**config.mk**
```make
export PLATFORM = sky130hd
export DESIGN_NAME = fan_page_xchg
export DESIGN_NICKNAME = d
export VERILOG_FILES = /design/src/fan_pkg.sv /design/src/fan_page_xchg.sv
export VERILOG_INCLUDE_DIRS = /design/src
export SDC_FILE = /design/constraint.sdc
export NUM_CORES = 1
export LEC_CHECK = 0
export BUFFER_PORTS_ARGS = -buffer_cell sky130_fd_sc_hd__buf_2
export CORE_MARGIN = 2
export CORE_UTILIZATION = 53
export DETAILED_ROUTE_END_ITERATION = 12
export PLACE_DENSITY = 0.83
export SETUP_SLACK_MARGIN = 0.05
export SLEW_MARGIN = 30
export SYNTH_ARGS = -nofsm -noshare
export SYNTH_HDL_FRONTEND = slang
export SYNTH_SLANG_ARGS = --single-unit
```
**constraint.sdc**
```tcl
create_clock -name clk_i -period 1.75 [get_ports clk_i]
set_input_delay 0.175 -clock clk_i [delete_from_list [all_inputs] [get_ports clk_i]]
set_output_delay 0.175 -clock clk_i [all_outputs]
set_load 0.01 [all_outputs]
```
**src/fan_params.svh**
```systemverilog
// named offsets, field positions, reset values and mode codes
// assumes inclusion by bare name from the package and the design
`ifndef FAN_PARAMS_SVH
`define FAN_PARAMS_SVH
// register offsets on the plain register port
`define FAN_OFS_ABILITY     5'h05
`define FAN_OFS_EXPANSION   5'h06
`define FAN_OFS_NP_TX       5'h07
`define FAN_OFS_LP_NP       5'h08
// expansion register field positions
`define FAN_EXP_LP_NP_ABLE  3
`define FAN_EXP_LOCAL_NP    2
`define FAN_EXP_PAGE_RCVD   1
`define FAN_EXP_LP_AN_ABLE  0
// code word field positions
`define FAN_CW_NP           15
`define FAN_CW_ACK          14
`define FAN_CW_MP           13
`define FAN_CW_ACK2         12
`define FAN_CW_TOGGLE       11
`define FAN_CW_MSG_HI       10
// reset values
`define FAN_RST_MSG         11'h001
`define FAN_RST_MP          1'h1
`define FAN_RST_WORD        16'h0000
// serial interface personality codes
`define FAN_MODE_FX         2'h0
`define FAN_MODE_1000X      2'h1
`define FAN_MODE_SGMII_SYS  2'h2
`define FAN_MODE_SGMII_MED  2'h3
// sgmii media: low seven received base-page bits
`define FAN_SGMII_LOW_HI    6
`define FAN_SGMII_LOW_PAT   7'h01
// matching config code groups needed for partner ability
`define FAN_MATCH_NEED      3
`endif

```
**src/fan_pkg.sv**
```systemverilog
// types shared by the page-exchange block
// assumes fan_params.svh on the include path
package fan_pkg;
   `include "fan_params.svh"

   // interface personality
   typedef enum logic [1:0] {
      FAN_FX        = `FAN_MODE_FX,
      FAN_1000X     = `FAN_MODE_1000X,
      FAN_SGMII_SYS = `FAN_MODE_SGMII_SYS,
      FAN_SGMII_MED = `FAN_MODE_SGMII_MED
   } fan_mode_t;

   // one received page from the receive state machine
   typedef struct packed {
      logic        valid;   // one-cycle pulse
      logic        is_next; // next page, else base page
      logic [15:0] word;    // received code word
   } fan_rx_page_t;

   // all state of the block
   typedef struct packed {
      logic [15:0] ability;
      logic        lp_np_able;
      logic        page_rcvd;
      logic        lp_an_able;
      logic        tx_np;
      logic        tx_mp;
      logic        tx_ack2;
      logic        tx_toggle;
      logic [10:0] tx_msg;
      logic        np_loaded;
      logic [15:0] lp_np;
      logic [3:0]  match_cnt;
      logic [15:0] last_cfg;
      logic [15:0] rd_data;
      logic [15:0] tx_word;
   } fan_state_t;
endpackage

```
**src/fan_page_xchg.sv**
```systemverilog
// page-exchange and expansion status registers of the fiber link
// assumes pcs/receive logic on clk_i delivers pages and config groups
`timescale 1ns/1ps
// offsets and field positions; the guard makes a second include harmless
`include "fan_params.svh"

module fan_page_xchg
   import fan_pkg::*;
#(
   parameter int MATCH_NEED = `FAN_MATCH_NEED
) (
   input  wire logic         clk_i,
   input  wire logic         rstn_i,
   input  wire logic         sw_reset_i,
   input  wire logic [1:0]   mode_i,
   input  wire logic         an_enable_i,
   input  wire logic         link_up_i,
   input  wire logic         sync_ok_i,
   input  wire fan_rx_page_t rx_page_i,
   input  wire logic         cfg_valid_i,
   input  wire logic [15:0]  cfg_word_i,
   input  wire logic         np_consumed_i,
   input  wire logic [4:0]   reg_addr_i,
   input  wire logic [15:0]  reg_wdata_i,
   input  wire logic         reg_wr_i,
   input  wire logic         reg_rd_i,
   output logic [15:0]       reg_rdata_o,
   output logic [15:0]       tx_word_o,
   output logic              np_loaded_o,
   output logic              lp_an_able_o
);

   // counter holds at most 15 matches; refuse others at elaboration
   if (MATCH_NEED < 1 || MATCH_NEED > 15) begin
      $error("MATCH_NEED must lie in 1..15");
   end

   localparam logic [3:0] MATCH_N = 4'(MATCH_NEED); // sized for counter

   fan_state_t st;       // registered state
   fan_state_t next_st;  // next state
   fan_mode_t  mode;     // decoded personality

   logic is_1000x;       // 1000base-x personality
   logic is_sgmii_med;   // sgmii media personality
   logic base_pg;        // base page taken this cycle
   logic next_pg;        // next page taken this cycle
   logic wr_np;          // write to transmit register
   logic rd_exp;         // read of expansion register
   logic [15:0] exp_val; // expansion register view
   logic [15:0] np_val;  // transmit register view

   // personality decode; mode comes from same-clock config logic
   assign mode         = fan_mode_t'(mode_i);
   assign is_1000x     = (mode == FAN_1000X);
   assign is_sgmii_med = (mode == FAN_SGMII_MED);

   // page events only count while the link stands
   assign base_pg = rx_page_i.valid & ~rx_page_i.is_next & link_up_i;
   assign next_pg = rx_page_i.valid & rx_page_i.is_next & link_up_i;
   assign wr_np   = reg_wr_i & (reg_addr_i == `FAN_OFS_NP_TX);
   assign rd_exp  = reg_rd_i & (reg_addr_i == `FAN_OFS_EXPANSION);

   // expansion view; reserved upper bits tie to zero
   always_comb begin
      exp_val = 16'h0000;
      exp_val[`FAN_EXP_LP_NP_ABLE] = st.lp_np_able & is_1000x;
      exp_val[`FAN_EXP_LOCAL_NP]   = 1'b1;
      exp_val[`FAN_EXP_PAGE_RCVD]  = st.page_rcvd;
      exp_val[`FAN_EXP_LP_AN_ABLE] = st.lp_an_able;
   end

   // transmit register as code word; bit 14 stays zero
   always_comb begin
      np_val = 16'h0000;
      np_val[`FAN_CW_NP]     = st.tx_np;
      np_val[`FAN_CW_MP]     = st.tx_mp;
      np_val[`FAN_CW_ACK2]   = st.tx_ack2;
      np_val[`FAN_CW_TOGGLE] = st.tx_toggle;
      np_val[`FAN_CW_MSG_HI:0] = st.tx_msg;
   end

   // next-state logic for every field
   always_comb begin
      next_st = st;

      // sgmii media partner ability: reload per base page
      if (!link_up_i) begin
         next_st.ability = `FAN_RST_WORD;
      end else if (base_pg && is_sgmii_med) begin
         next_st.ability = rx_page_i.word;
      end

      // partner next-page able flag
      if (!link_up_i) begin
         next_st.lp_np_able = 1'b0;
      end else if (base_pg && is_1000x
                   && rx_page_i.word[`FAN_CW_NP]) begin
         next_st.lp_np_able = 1'b1;
      end

      // page received: read clears, a new page wins over the read
      if (rx_page_i.valid && link_up_i) begin
         next_st.page_rcvd = 1'b1;
      end else if (rd_exp) begin
         next_st.page_rcvd = 1'b0;
      end

      // matching non-zero config groups; any break restarts count
      if (!sync_ok_i || !an_enable_i) begin
         next_st.match_cnt = 4'h0;
      end else if (cfg_valid_i) begin
         next_st.last_cfg = cfg_word_i;
         if (cfg_word_i == 16'h0000) begin
            next_st.match_cnt = 4'h0;
         end else if (cfg_word_i != st.last_cfg) begin
            next_st.match_cnt = 4'h1;
         end else if (st.match_cnt < MATCH_N) begin
            next_st.match_cnt = st.match_cnt + 4'h1;
         end
      end

      // partner an able needs all three conditions at once
      if (!sync_ok_i || !an_enable_i) begin
         next_st.lp_an_able = 1'b0;
      end else if (st.match_cnt >= MATCH_N) begin
         next_st.lp_an_able = 1'b1;
      end

      // software load of the next page to send
      if (wr_np) begin
         next_st.tx_np   = reg_wdata_i[`FAN_CW_NP];
         next_st.tx_mp   = reg_wdata_i[`FAN_CW_MP];
         next_st.tx_ack2 = reg_wdata_i[`FAN_CW_ACK2];
         next_st.tx_msg  = reg_wdata_i[`FAN_CW_MSG_HI:0];
      end

      // loaded indication; a fresh write beats consumption
      if (wr_np && is_1000x) begin
         next_st.np_loaded = 1'b1;
      end else if (np_consumed_i || !is_1000x) begin
         next_st.np_loaded = 1'b0;
      end

      // toggle flips on each received page, never by software
      if (rx_page_i.valid && link_up_i) begin
         next_st.tx_toggle = ~st.tx_toggle;
      end

      // partner next-page capture; base pages leave it alone
      if (!link_up_i) begin
         next_st.lp_np = `FAN_RST_WORD;
      end else if (next_pg && is_1000x) begin
         next_st.lp_np = rx_page_i.word;
      end

      // outgoing code word; silent outside 1000x
      next_st.tx_word = is_1000x ? np_val : 16'h0000;

      // read data stands one cycle after the strobe only
      next_st.rd_data = 16'h0000;
      if (reg_rd_i) begin
         case (reg_addr_i)
            `FAN_OFS_ABILITY:   next_st.rd_data = st.ability;
            `FAN_OFS_EXPANSION: next_st.rd_data = exp_val;
            `FAN_OFS_NP_TX:     next_st.rd_data = np_val;
            `FAN_OFS_LP_NP:     next_st.rd_data = st.lp_np;
            default:            next_st.rd_data = 16'h0000;
         endcase
      end

      // hardware and software reset share the same values
      if (sw_reset_i) begin
         next_st = '0;
         next_st.tx_mp  = `FAN_RST_MP;
         next_st.tx_msg = `FAN_RST_MSG;
      end
   end

   // state register; synchronous active-low reset
   always_ff @(posedge clk_i) begin
      if (!rstn_i) begin
         st        <= '0;
         st.tx_mp  <= `FAN_RST_MP;
         st.tx_msg <= `FAN_RST_MSG;
      end else begin
         st <= next_st;
      end
   end

   // outputs straight from flops
   assign reg_rdata_o  = st.rd_data;
   assign tx_word_o    = st.tx_word;
   assign np_loaded_o  = st.np_loaded;
   assign lp_an_able_o = st.lp_an_able;
endmodule

```
Yosys cells after proc, flatten, opt, wreduce, memory -nomap -nowiden. Cells that the tools add are included.

Add/subtract/negate cells: 1. Magnitude comparators: 2. Equality and inequality tests: 7. Muxes and demuxes: 8. Bitwise operators: 14. Reduce and logical (&&, ||, !) cells: 22.

Operator list (count): 16-bit case mux with 4 select lines (1); 16-bit logical NOT (1); 16-bit inequality test (1); 5-bit by 3-bit equality test with 1-bit output (second input constant) (3); 4-bit 2-to-1 mux (3); 3-bit OR reduction (4); 1-bit bitwise AND (7); 1-bit NOT (7); 1-bit logical AND (6); 5-bit by 4-bit equality test with 1-bit output (second input constant) (1); 4-bit by 1-bit adder with 4-bit output (second input constant) (1); 4-bit by 2-bit greater-or-equal comparator with 1-bit output (second input constant) (1); 4-bit by 2-bit less-than comparator with 1-bit output (second input constant) (1); 1-bit 2-to-1 mux (4); 2-bit AND reduction (2); 2-bit nonzero test (2); 1-bit logical NOT (3); 3-bit nonzero test (1); 2-bit by 1-bit equality test with 1-bit output (second input constant) (1); 2-bit equality test (second input constant) (1); 1-bit logical OR (2); 2-bit OR reduction (1).

Register bits: 103. Bits of input ports: 67. Output and inout port bits: 34. Word-level logic and storage cells: 70.

Logic depth before layout (Yosys ltp).
Depth after elaboration: 5. Depth in mapped cells: 7. Mapped depth without buffers: 6.

Least setup slack after synthesis. Ideal clock, no wire load.

Kind: reg-to-reg. Start point: register st[48] (netlist bit). End point: register st[48] (netlist bit). Library setup time: 121 ps. Arrival: 1145 ps. Required time: 1629 ps. Slack: 484 ps. Cell stages (with the launch flop): 7. Buffers on the path: 0. Period minus slack after synthesis: 1266 ps. Cell sequence: dfxtp_1 > ha_1 > or3_1 > nand2_1 > o21ai_0 > a21oi_1 > o21ai_0.

Word-level cells in the longest chain between the ends: 4. Elaborated cells on any way between the ends: 7. Those cells by class: 1 x add/sub; 1 x order compare; 3 x mux; 2 x reduce/logical.

Ends and longest elaborated chain: from (decl) (line fan_page_xchg.sv:40) `fan_state_t st;`; from (signal assigned) (line fan_page_xchg.sv:187) `st <= next_st;`; 4-bit by 1-bit adder with 4-bit output (line fan_page_xchg.sv:119) `next_st.match_cnt = st.match_cnt + 4'h1;`; 4-bit 2-to-1 mux (line fan_page_xchg.sv:118) `end else if (st.match_cnt < MATCH_N) begin`; 4-bit 2-to-1 mux (line fan_page_xchg.sv:116) `end else if (cfg_word_i != st.last_cfg) begin`; 4-bit 2-to-1 mux (line fan_page_xchg.sv:114) `if (cfg_word_i == 16'h0000) begin`.

Parallel ways exist; a longest one is shown, timed or not. The select of a mux whose other input is x is not followed. A chain may end at the register's enable or synchronous reset.

Final worst setup path. Ends and elaborated chain as after synthesis.

==> reports/metrics.yaml <==
min_from: "reg_wdata_i[13]"
place_ws_ps: 224
dieHeight_um: 91.6
ff2ff_path_depth: 6
async_reset_ff_share_pct: 0
diodes: 0
drive_gt1_share_pct: 23.7
syn_inst: 481
synth_top_area_share_pct: 50.2
holdPathEnd: "np_val[13]$_SDFFE_PP1P_"
tightest_slew_ps: 588
h-tree-depth: 3
synth_top_family_by_area: "simple AND/OR/NAND/NOR gates"
die_area_um2: 8390
yosysSeqAreaShare_pct: 50.2
grt_pass1_wl_um: 15800
grt-ovfl-total: 0
antenna_found_initial: 0
clk_pin_slew_ps: 100
p_leak_uw: 0.00188
utilization_pct: 63.0
rsz0062_at_grt: "false"
status: "finished clean"
row_count: 31
drtIter0Drc: 251
grt_pass1_vias: 3404
cp-end-kind: "flip-flop"
r2r_start: "st[48]$_SDFFE_PP0P_"
synthMuxAreaShare_pct: 0
worstPathMaxFanout: 5
synth_fa_ha_area_share_pct: 0.308
setup_ws_ps: 287
fp.coreArea_um2: 7330
regToRegEndpoint: "st[48]$_SDFFE_PP0P_"
clockBufferDepth: 2
crit_arrival_ps: 1730
setup_tns_ps: 0
clk_latency_ps: 360
yosysWarnings: 0
num-nets-final: 611
via_count: 3504
wl_per_cell_um: 15.0
min_path_cells: 3
synthXorXnorAreaFrac_pct: 3.66
grt_max_degree: 34
syn_nets: 549
firstDrtPassIters: 6
power.density_nw_per_um2: 915
mostFrequentLayoutCell: "nand2_1"
start_util_pct: 55.5
cts_tree: "built"
track_usage_pct: 23.8
ios: 101
drc: 0
io_buffers: 97
root_buffer: "clkbuf_8"
avgSynthCellArea_um2: 8.46
fmax_ghz: 0.683
die_x_um: 91.6
post-route-period-util_pct: 83.6
finalClockSkew_ps: 6.62
setup_viol: 0
max_slew_margin_pct: 60.7
hpwl_um: 6790
cts_setup_buffers: 0
whs_ps: 33.0
synth-seq-cells: 102
hold_viol: 0
reg2reg_slack_ps: 290
ant_nets: 0
critPathRequiredTime_ps: 2020
drt-total-wl_um: 9730
holdBufCountCts: 0
fin_crit_ps: 1460
place.gp.congestion: 0.815
drv_slew: 0
synth-edff-count: 0
syn_area_um2: 4070
irDropWorstVdd_mv: 0.619
dp.cells: 631
post_cts_resized: 0
numCtsBuffers: 9
mostFrequentLayoutCells: "135 x nand2_1, 102 x dfxtp_1, 97 x buf_2, 67 x a21oi_1, 21 x nor2_1"
ys.flop_type: "dfxtp_1"
area_delta_synth_final_pct: 13.6
yosys.area.top_type: "dfxtp_1"
path_class: "flip-flop to flip-flop"
maxCapViolations: 0
startpoint_type: "flip-flop"
synth_cell_types: 36
cts.sinks: 102
hold_class: "input pin to flip-flop"
final_cells: 647
synth_compound_area_share_pct: 13.3
synth_simple_gate_area_share_pct: 23.0
via_per_inst: 5.42
synthTopCellsByArea: "dfxtp_1 50%, nand2_1 12%, a21oi_1 8.2%"
==> cells by family (layout without fill, tap and decap cells) <==
kind of cell | count (synthesis) | in the layout
adder cells (fa/ha/maj) | 1 | 1
flip-flops | 102 | 102
buffers and inverters | 60 | 127
AO/OA/AOI/OAI | 91 | 91
XOR/XNOR | 17 | 17
other | 1 | 1
AND/OR/NAND/NOR | 209 | 209
==> where the power goes <==
group          internal, uW  total [uW]  switching [uW]
Sequential             2330        2340            7.62
Combinational          96.5         243             147
Clock                   823        1650             824
==> cells in the mapped netlist (2+ instances only) <==
master / n
nor4_1: 8
nor2b_1: 2
a21oi_1: 67
buf_6: 2
buf_4: 35
nand2_1: 135
buf_2: 10
o21ai_0: 4
nor2_1: 21
xor2_1: 17
nand4_1: 3
and3b_1: 2
nand2b_1: 5
clkbuf_1: 11
dfxtp_1: 102
nand3_1: 6
a222oi_1: 14
and3_1: 19
==> area by class of cell <==
class | count | area [um^2]
clock buffers | 9 | 124
clock inverters | 7 | 103
fillers | 636 | 2710
inverters | 1 | 3.75
multi-input cells | 319 | 1640
flip-flops and latches | 102 | 2040
well taps | 99 | 124
repair buffers | 110 | 583
==> how the worst max path moves through the flow <==
stage                              startpoint             endpoint  slack, ps  cells past startpoint
after floorplan           st[48]$_SDFFE_PP0P_  st[48]$_SDFFE_PP0P_        480                      6
after global placement              mode_i[0]  st[61]$_SDFFE_PP0P_        260                      5
after detailed placement            mode_i[0]  st[60]$_SDFFE_PP0P_        220                      5
after CTS                 st[41]$_SDFFE_PP0P_  st[49]$_SDFFE_PP0P_        340                      5
after global routing      st[48]$_SDFFE_PP0P_  st[48]$_SDFFE_PP0P_        180                      6
final                     st[48]$_SDFFE_PP0P_  st[48]$_SDFFE_PP0P_        290                      6
==> worst max-delay path, stage by stage, from the launching register on <==
cell	delay [ps]
dfxtp_1	350
ha_1	190
or3_1	380
nand2_1	120
o21ai_0	100
a21oi_1	140
o21ai_0	80
==> per-layer routing <==
| metal | track usage (%) | share of wire (%) | vias up |
|---|---|---|---|
| li1 | - | - | 1714 |
| met1 | 30.4 | 43 | 1622 |
| met2 | 39.0 | 47 | 152 |
| met3 | 4.56 | 7.7 | 16 |
| met4 | 10.5 | 1.5 | 0 |
| met5 | 0 | 0 | - |
==> through the flow <==
stage / cell area (um^2) / power [uW]
2_1_floorplan: 4070 / 2500
3_3_place_gp: 4390 / 2620
3_5_place_dp: 4390 / 2630
4_1_cts: 4620 / 4240
5_1_grt: 4620 / 4370
6_report: 4620 / 4230
==> flip-flops by register name, indices dropped and copies added, names as in the netlist <==
signal        flops
exp_val           1
lp_an_able_o      1
np_loaded_o       1
np_val           15
reg_rdata_o      16
st               53
tx_word_o        15
(Power assumes the default switching activity.)
